<file path="config.mk">
export PLATFORM = sky130hd
export DESIGN_NAME = xtb_regs
export DESIGN_NICKNAME = d
export VERILOG_FILES = /design/src/hw/xtb_pkg.sv /design/src/hw/xtb_regs.sv
export SDC_FILE = /design/constraint.sdc
export NUM_CORES = 1
export LEC_CHECK = 0
export BUFFER_PORTS_ARGS = -buffer_cell sky130_fd_sc_hd__buf_2
export CAP_MARGIN = 10
export CORE_UTILIZATION = 55
export CTS_CLUSTER_SIZE = 28
export DETAILED_ROUTE_END_ITERATION = 16
export GPL_TIMING_DRIVEN = 0
export PLACE_DENSITY = 0.73
export SYNTH_ARGS = -nofsm -noshare
export SYNTH_HDL_FRONTEND = slang
export SYNTH_SLANG_ARGS = --single-unit
export TNS_END_PERCENT = 30
</file>
<file path="constraint.sdc">
create_clock -name clk -period 11.9 [get_ports clk]
set_input_delay 1.785 -clock clk [delete_from_list [all_inputs] [get_ports clk]]
set_output_delay 1.785 -clock clk [all_outputs]
set_load 0.01 [all_outputs]
</file>
<file path="src/hw/xtb_pkg.sv">
// Constants for the crossover, trim and bass parameter registers.
// Assumes a host on the two-wire serial control port with 16-bit
// register addresses and 16-bit data words, high byte first.
package xtb_pkg;
    localparam logic [15:0] XTB_OFS_XOVER = 16'h0109;
    localparam logic [15:0] XTB_OFS_TRIM = 16'h010A;
    localparam logic [15:0] XTB_OFS_BASS = 16'h010B;

    localparam logic [15:0] XTB_RST_XOVER = 16'h0505;
    localparam logic [15:0] XTB_RST_TRIM = 16'h0E0E;
    localparam logic [15:0] XTB_RST_BASS = 16'h0062;

    // Decoded datapath values that match the register reset codes
    localparam logic [9:0] XTB_RST_HP_HZ = 10'h064;
    localparam logic [5:0] XTB_RST_TRIM_DB = 6'h00;
    localparam logic [4:0] XTB_RST_BOOST_DB = 5'h06;
    localparam logic [8:0] XTB_RST_CENTER_HZ = 9'h03C;

    // Reserved bits are stored as zero whatever the host sends
    localparam logic [15:0] XTB_MASK_XOVER = 16'h3F3F;
    localparam logic [15:0] XTB_MASK_TRIM = 16'h3F3F;
    localparam logic [15:0] XTB_MASK_BASS = 16'h01FF;

    localparam int XTB_HP_LSB = 0;
    localparam int XTB_TWT_LSB = 8;
    localparam int XTB_WOOF_LSB = 0;
    localparam int XTB_BOOST_LSB = 4;
    localparam int XTB_BFREQ_LSB = 0;

    localparam logic [9:0] XTB_HP_BASE_HZ = 10'h032;
    localparam logic [9:0] XTB_HP_STEP_HZ = 10'h00A;
    localparam logic [5:0] XTB_TRIM_TOP_DB = 6'h0E;
    localparam logic [8:0] XTB_BF_STEP_HZ = 9'h014;

    localparam logic [6:0] XTB_DEV_ADDR = 7'h34;
    localparam logic [3:0] XTB_BITS = 4'h8;

    typedef enum logic [2:0] {
        XTB_IDLE, XTB_ADDR, XTB_ADDR_ACK, XTB_RX, XTB_RX_ACK,
        XTB_TX, XTB_TX_ACK
    } xtb_state_t;
endpackage

</file>
<file path="src/hw/xtb_regs.sv">
// Crossover, trim and bass parameter registers behind a two-wire
// serial slave, with decoded parameters held for the audio datapath.
// Assumes scl and sda arrive asynchronously from pins and that
// sample_tick is a one-cycle pulse on clk at each sample boundary.
`timescale 1ns/1ps
module xtb_regs
    import xtb_pkg::*;
#(
    parameter logic [6:0] DEV_ADDR = XTB_DEV_ADDR
) (
    // Clock and reset
    input wire logic clk,
    input wire logic rst,
    // Serial control port pins
    input wire logic scl_in,
    input wire logic sda_in,
    output logic sda_out,
    output logic sda_oe,
    // Datapath timing
    input wire logic sample_tick,
    // Decoded parameters for the datapath
    output logic [9:0] tweeter_hp_hz,
    output logic signed [5:0] tweeter_trim_db,
    output logic signed [5:0] woofer_trim_db,
    output logic [4:0] bass_boost_db,
    output logic [8:0] bass_center_hz
);
    logic scl_s1, scl_s2, scl_d;
    logic sda_s1, sda_s2, sda_d;
    logic scl_rise, scl_fall, bus_start, bus_stop;
    xtb_state_t state;
    logic [3:0] bit_cnt;
    logic [7:0] shift;
    logic rd_mode, nack, tx_low;
    logic [1:0] phase;
    logic [15:0] ptr;
    logic [7:0] data_hi;
    logic wr_stb;
    logic [15:0] wr_addr, wr_data;
    logic [15:0] reg_xover, reg_trim, reg_bass;
    logic [15:0] rd_word;

    function automatic logic [15:0] read_reg(input logic [15:0] a,
        input logic [15:0] x, input logic [15:0] t, input logic [15:0] b);
        unique case (a)
            XTB_OFS_XOVER: read_reg = x;
            XTB_OFS_TRIM: read_reg = t;
            XTB_OFS_BASS: read_reg = b;
            default: read_reg = 16'h0000;
        endcase
    endfunction

    // Trim code to signed dB; codes above 0x1C extrapolate, and codes above 0x2E wrap
    function automatic logic signed [5:0] trim_db(input logic [5:0] c);
        trim_db = XTB_TRIM_TOP_DB - c;
    endfunction

    // Pins pass two flops; edges are found only on the second stage
    always_ff @(posedge clk or posedge rst) begin
        if (rst) begin
            scl_s1 <= 1'b1;
            scl_s2 <= 1'b1;
            scl_d <= 1'b1;
            sda_s1 <= 1'b1;
            sda_s2 <= 1'b1;
            sda_d <= 1'b1;
        end else begin
            scl_s1 <= scl_in;
            scl_s2 <= scl_s1;
            scl_d <= scl_s2;
            sda_s1 <= sda_in;
            sda_s2 <= sda_s1;
            sda_d <= sda_s2;
        end
    end

    assign scl_rise = scl_s2 & ~scl_d;
    assign scl_fall = ~scl_s2 & scl_d;
    assign bus_start = scl_s2 & scl_d & sda_d & ~sda_s2;
    assign bus_stop = scl_s2 & scl_d & ~sda_d & sda_s2;
    assign sda_out = 1'b0;
    assign sda_oe = tx_low;
    // Word at the pointer, ready for whichever byte is sent next
    assign rd_word = read_reg(ptr, reg_xover, reg_trim, reg_bass);

    // Serial slave: byte engine, address pointer and write strobe
    always_ff @(posedge clk or posedge rst) begin
        if (rst) begin
            state <= XTB_IDLE;
            bit_cnt <= 4'h0;
            shift <= 8'h00;
            rd_mode <= 1'b0;
            nack <= 1'b0;
            tx_low <= 1'b0;
            phase <= 2'h0;
            ptr <= 16'h0000;
            data_hi <= 8'h00;
            wr_stb <= 1'b0;
            wr_addr <= 16'h0000;
            wr_data <= 16'h0000;
        end else begin
            wr_stb <= 1'b0;
            if (bus_start) begin
                // Repeated start keeps the pointer for a following read
                state <= XTB_ADDR;
                bit_cnt <= 4'h0;
                tx_low <= 1'b0;
                phase <= 2'h0;
            end else if (bus_stop) begin
                state <= XTB_IDLE;
                tx_low <= 1'b0;
            end else begin
                unique case (state)
                    XTB_IDLE: ;
                    XTB_ADDR, XTB_RX: begin
                        if (scl_rise) begin
                            shift <= {shift[6:0], sda_s2};
                            bit_cnt <= bit_cnt + 4'h1;
                        end else if (scl_fall && bit_cnt == XTB_BITS) begin
                            bit_cnt <= 4'h0;
                            if (state == XTB_ADDR) begin
                                if (shift[7:1] == DEV_ADDR) begin
                                    state <= XTB_ADDR_ACK;
                                    rd_mode <= shift[0];
                                    tx_low <= 1'b1;
                                end else begin
                                    state <= XTB_IDLE;
                                end
                            end else begin
                                state <= XTB_RX_ACK;
                                tx_low <= 1'b1;
                                unique case (phase)
                                    2'h0: ptr[15:8] <= shift;
                                    2'h1: ptr[7:0] <= shift;
                                    2'h2: data_hi <= shift;
                                    2'h3: begin
                                        wr_stb <= 1'b1;
                                        wr_addr <= ptr;
                                        wr_data <= {data_hi, shift};
                                        ptr <= ptr + 16'h0001;
                                    end
                                endcase
                                phase <= (phase == 2'h3) ? 2'h2
                                    : phase + 2'h1;
                            end
                        end
                    end
                    XTB_ADDR_ACK: begin
                        if (scl_fall) begin
                            if (rd_mode) begin
                                state <= XTB_TX;
                                phase <= 2'h0;
                                shift <= rd_word[15:8];
                                tx_low <= ~rd_word[15];
                            end else begin
                                state <= XTB_RX;
                                tx_low <= 1'b0;
                            end
                        end
                    end
                    XTB_RX_ACK: begin
                        if (scl_fall) begin
                            state <= XTB_RX;
                            tx_low <= 1'b0;
                        end
                    end
                    XTB_TX: begin
                        if (scl_rise) begin
                            bit_cnt <= bit_cnt + 4'h1;
                        end else if (scl_fall) begin
                            if (bit_cnt == XTB_BITS) begin
                                state <= XTB_TX_ACK;
                                bit_cnt <= 4'h0;
                                tx_low <= 1'b0;
                            end else begin
                                shift <= {shift[6:0], 1'b0};
                                tx_low <= ~shift[6];
                            end
                        end
                    end
                    XTB_TX_ACK: begin
                        if (scl_rise) begin
                            nack <= sda_s2;
                        end else if (scl_fall) begin
                            if (nack) begin
                                state <= XTB_IDLE;
                            end else if (phase == 2'h0) begin
                                // Low byte of the same word
                                state <= XTB_TX;
                                phase <= 2'h1;
                                shift <= rd_word[7:0];
                                tx_low <= ~rd_word[7];
                                ptr <= ptr + 16'h0001;
                            end else begin
                                state <= XTB_TX;
                                phase <= 2'h0;
                                shift <= rd_word[15:8];
                                tx_low <= ~rd_word[15];
                            end
                        end
                    end
                    default: state <= XTB_IDLE;
                endcase
            end
        end
    end

    // Register file; only a complete 16-bit word updates a register
    always_ff @(posedge clk or posedge rst) begin
        if (rst) begin
            reg_xover <= XTB_RST_XOVER;
            reg_trim <= XTB_RST_TRIM;
            reg_bass <= XTB_RST_BASS;
        end else if (wr_stb) begin
            if (wr_addr == XTB_OFS_XOVER) begin
                reg_xover <= wr_data & XTB_MASK_XOVER;
            end
            if (wr_addr == XTB_OFS_TRIM) begin
                reg_trim <= wr_data & XTB_MASK_TRIM;
            end
            if (wr_addr == XTB_OFS_BASS) begin
                reg_bass <= wr_data & XTB_MASK_BASS;
            end
        end
    end

    // Datapath copies change only on a sample tick, never mid-sample
    always_ff @(posedge clk or posedge rst) begin
        if (rst) begin
            tweeter_hp_hz <= XTB_RST_HP_HZ;
            tweeter_trim_db <= XTB_RST_TRIM_DB;
            woofer_trim_db <= XTB_RST_TRIM_DB;
            bass_boost_db <= XTB_RST_BOOST_DB;
            bass_center_hz <= XTB_RST_CENTER_HZ;
        end else if (sample_tick) begin
            tweeter_hp_hz <= XTB_HP_BASE_HZ + XTB_HP_STEP_HZ
                * {4'h0, reg_xover[XTB_HP_LSB +: 6]};
            tweeter_trim_db <= trim_db(reg_trim[XTB_TWT_LSB +: 6]);
            woofer_trim_db <= trim_db(reg_trim[XTB_WOOF_LSB +: 6]);
            bass_boost_db <= reg_bass[XTB_BOOST_LSB +: 5];
            bass_center_hz <= XTB_BF_STEP_HZ
                * ({5'h00, reg_bass[XTB_BFREQ_LSB +: 4]} + 9'h001);
        end
    end
endmodule

</file>
Word-level counts from Yosys, hierarchy flattened:

Cells that the tools add are included.

* flip-flop bits (word level): 146
* input port bits: 5
* output and inout bits: 38

* add/sub/neg operators: 7
* multipliers: 2
* equality and inequality tests: 56
* muxes and demuxes: 83
* bitwise logic cells: 18
* reductions and logical operators: 23

Operator list (count)
* $mux W16: 7
* $eq A16 B9 Y1 const B: 6
* $mux W8: 10
* $ne A4 B4 Y1 const B: 13
* $mux W3: 14
* $pmux W14 S3: 1
* $reduce_and A11 Y1: 3
* $pmux W16 S2: 1
* $pmux W8 S2: 2
* $pmux W8 S4: 1
* $ne A3 B3 Y1 const B: 10
* $mux W4: 7
* $ne A2 B2 Y1 const B: 14
* $mux W1: 24
* $mux W2: 12
* $reduce_and A7 Y1: 3
* $reduce_and A10 Y1: 2
* $pmux W3 S6: 1
* $add A16 B1 Y16 const B: 1
* $reduce_and A12 Y1: 1
* $sub A4 B6 Y6 const A: 2
* $add A6 B10 Y10 const A: 1
* $not A1 Y1: 10
* $eq A3 B3 Y1 const B: 3
* other kinds (29): 40

Longest topological paths before layout:

* depth after elaboration: 10
* depth in mapped cells: 9

Least setup slack after synthesis:

No wires, ideal clock.

* path kind: input -> register
* start point: input port sample_tick
* end point: register bass_center_hz[7]
* setup time: 0.137 ns
* data arrival time: 2.795 ns
* data required time: 11.763 ns
* path slack: 8.968 ns
* stages on the path: 4
* path through: clkbuf_1 > buf_1 > clkbuf_1 > a21oi_1

RTL lines
* start, declared: line xtb_regs.sv:20 `input wire logic sample_tick,`
* end signal, assigned: line xtb_regs.sv:241 `bass_center_hz <= XTB_BF_STEP_HZ`
* end, declared: line xtb_regs.sv:26 `output logic [8:0] bass_center_hz`

No word-level cell between the ends.

Final worst setup path:

* start point: input port sample_tick
* end point: register tweeter_hp_hz[8]

RTL lines
* end signal, assigned: line xtb_regs.sv:236 `tweeter_hp_hz <= XTB_HP_BASE_HZ + XTB_HP_STEP_HZ`
* end, declared: line xtb_regs.sv:22 `output logic [9:0] tweeter_hp_hz,`

No word-level cell between the ends.

==> metrics <==
Worst R2R Setup Slack 9.48 ns; crit path kind in -> reg; post-CTS sizing 0; WL/cell 18.08 um; RSZ-0062 raised after global routing no; fin cells around 940; Placed Cells about 900; CP Data Arrival Time ~3.3 ns; slowest cell delay on critical path roughly 0.52 ns; Post-CTS Setup Repair Bufs 0; Yosys top cell area share roughly 38%; core area 13,350 sq um; commonest cells in the netlist dfrtp_1, mux2_2, nor2_1, nand2_1, a21oi_1; Unique masters post-synth between 70 and 80; fmax ~0.34 GHz; Final #Nets between 700 and 800; critical path required time 12.19 ns; Fin Setup TNS 0 ns; diode count 0; CTS Hold Bufs 0; cell accounting for the most synthesized area dfrtp_1; GP Congestion between 0.8 and 0.9; detailed-route DRC error count 0; maximum VDD drop 0.0001236 V; top post-synthesis cells by area dfrtp_1, mux2_2, dfstp_2, ha_1, nor2_1; max-slew violation count 0; share of cells above drive strength 1 about 30%; die area roughly 14,000 sq um; Worst R2R End bass_center_hz[8]; grt peak-use layer met2; number of global-route vias before repair roughly 5.7k; number of synthesized flops with an enable pin 0; Routed Antenna Nets 0; ys flop type dfrtp_1; Post-Synth Simple-Gate Area roughly an eighth; Clk pin slew, worst setup/hold paths about 0.06 ns; WHS Path Cells 0; Slew @ Worst Pin 0.6603 ns; outcome finished clean; Slew Limit Headroom about 56%; largest net degree at the start of global routing approximately 90; Final Hold Viols 0; GRT Total Usage approximately 25%; hold path startpoint scl_s1; GR Layer Usage met2 41.91%; CP Capture Type register; TritonCTS clock tree built; reg-to-reg critical path startpoint reg_bass[0]; crit-path max FO 10; hold worst-path end scl_s2; first-pass GRT wire length roughly 28 mm; synthesized flop and latch total ~150; crit start category input port; Iter 0 DRT Violations around 440; YS warnings 0; main combinational cell family by area after synthesis compound AO/OA/AOI/OAI gates; H-tree levels 4; clk_lat worst skew between 0.4 and 0.5 ns; Buf/Inv on CP 3; mux contribution to synthesized area a little over an eighth; Final min period 2.977 ns; Synth async-reset ratio 100.0%; initial core utilization between 50% and 60%; antenna violations before repair 0; count leader, synth dfrtp_1; DRT Pass-1 Iters 5; Pwr Total ~1.1 mW; Sink Count between 100 and 150; Cell Area, Synth 7614 sq um; Die Y 119.7 um; FP Rows 42; synth-to-layout area growth 13.82%; dpl hpwl approximately 12 mm; Final Skew 0.006924 ns; critical-path cell list clkbuf_1 > buf_1 > clkbuf_1 > a21oi_1; # setup viols final 0; Max Root-Sink Buffers 2; Vias about 5.6k; Final Cycle Share roughly a quarter; Post-Synth Adder-Cell Area under 10%; vias per cell 5.961; grt met1 use between 30% and 40%; Pwr Density approximately 130 nW/um^2; Synth Area in Compound Gates about 14%; HP Class reg -> reg; post-route cell area about 8700 sq um; CTS buffer count 17; Total Wirelength 16.91 mm; register area share after synthesis around half; GR met3 Demand/Resource ~6.7%; CP max-delay cell buf_1; Remaining Overflow, GRT 0; Port Buf Inserts 37; critical path's top delay family buffers and inverters; Post-DP Area around 8100 sq um; R2R depth 8; most used cell, CP clkbuf_1; IO Pins 43; Mapped Avg Cell Area ~11 sq um; max_cap viols 0; Leak slightly above 4 nW; CTS Root Cell clkbuf_16; cell count after synthesis a little under 700; die width 119.7 um; Synth Area in XOR/XNOR under 10%
## area by class of cell
class | instances | area (sq um)
flip-flops and latches | 145 | 3664
fillers | 1040 | 4682
inverters | 30 | 117.6
clock inverters | 13 | 160.2
clock buffers | 19 | 442.9
multi-input cells | 478 | 3636
plain buffers | 36 | 212.7
repair buffers | 38 | 212.7
well taps | 176 | 220.2
## layer usage
layer / vias to the layer above / wire [um]
met5: - / 0
met4: 0 / 303
met3: 28 / 900
met2: 212 / 8346
met1: 2733 / 7356
li1: 2601 / -
## cell families (layout without fill, tap and decap cells)
family | count (synthesis) | count (layout)
other cells | 1 | 4
buf+inv | 66 | 136
fa+ha+maj | 32 | 32
compound gates | 155 | 155
xor+xnor | 22 | 22
mux | 91 | 91
simple gates | 174 | 174
flops | 145 | 145
## per-stage QoR
step           util [%]  hold WS [ns]  setup WS, ns
2_1_floorplan         -        0.3452         6.267
3_3_place_gp      60.16        0.3507         4.898
3_5_place_dp      60.40        0.3478         8.459
4_1_cts           64.92        0.3616         8.902
5_1_grt           64.92        0.3635         8.784
6_report          64.92        0.3598         8.923
## worst max-delay path by stage
stage                 from                end  slack, ns  cells after the start
2_1_floorplan          rst   bass_boost_db[0]       6.27                      1
3_3_place_gp           rst         bit_cnt[0]       4.90                      2
3_5_place_dp   sample_tick  woofer_trim_db[1]       8.46                      4
4_1_cts        sample_tick  woofer_trim_db[1]       8.90                      4
5_1_grt        sample_tick   tweeter_hp_hz[7]       8.78                      4
6_report       sample_tick   tweeter_hp_hz[8]       8.92                      4
## registers in the layout (all words and copies together), names as in the netlist, 7 cells and up
name            flops
bass_center_hz      7
ptr                16
reg_bass            9
wr_data            14
reg_xover          12
shift               8
wr_addr            16
reg_trim           12
tweeter_hp_hz       9
## where the power goes
group / total [mW] / leakage (nW) / switching [mW] / internal, mW
Combinational: 0.0784 / 1.89 / 0.0495 / 0.0289
Clock: 0.543 / 0.293 / 0.208 / 0.335
Sequential: 0.527 / 1.86 / 0.0205 / 0.507
## cells in the final DEF (no fill, tap or decap), types with 14 or more instances in the layout
master	synthesis	final
a21oi_1	34	34
a31oi_1	14	14
buf_2	10	47
clkbuf_16	0	17
dfrtp_1	117	117
dfstp_2	28	28
ha_1	30	30
inv_1	30	29
mux2_2	83	83
nand2_1	39	39
nand3_1	17	17
nor2_1	46	46
nor3_1	18	18
o21ai_0	25	25
xnor2_1	16	16
(Power assumes the default switching activity.)
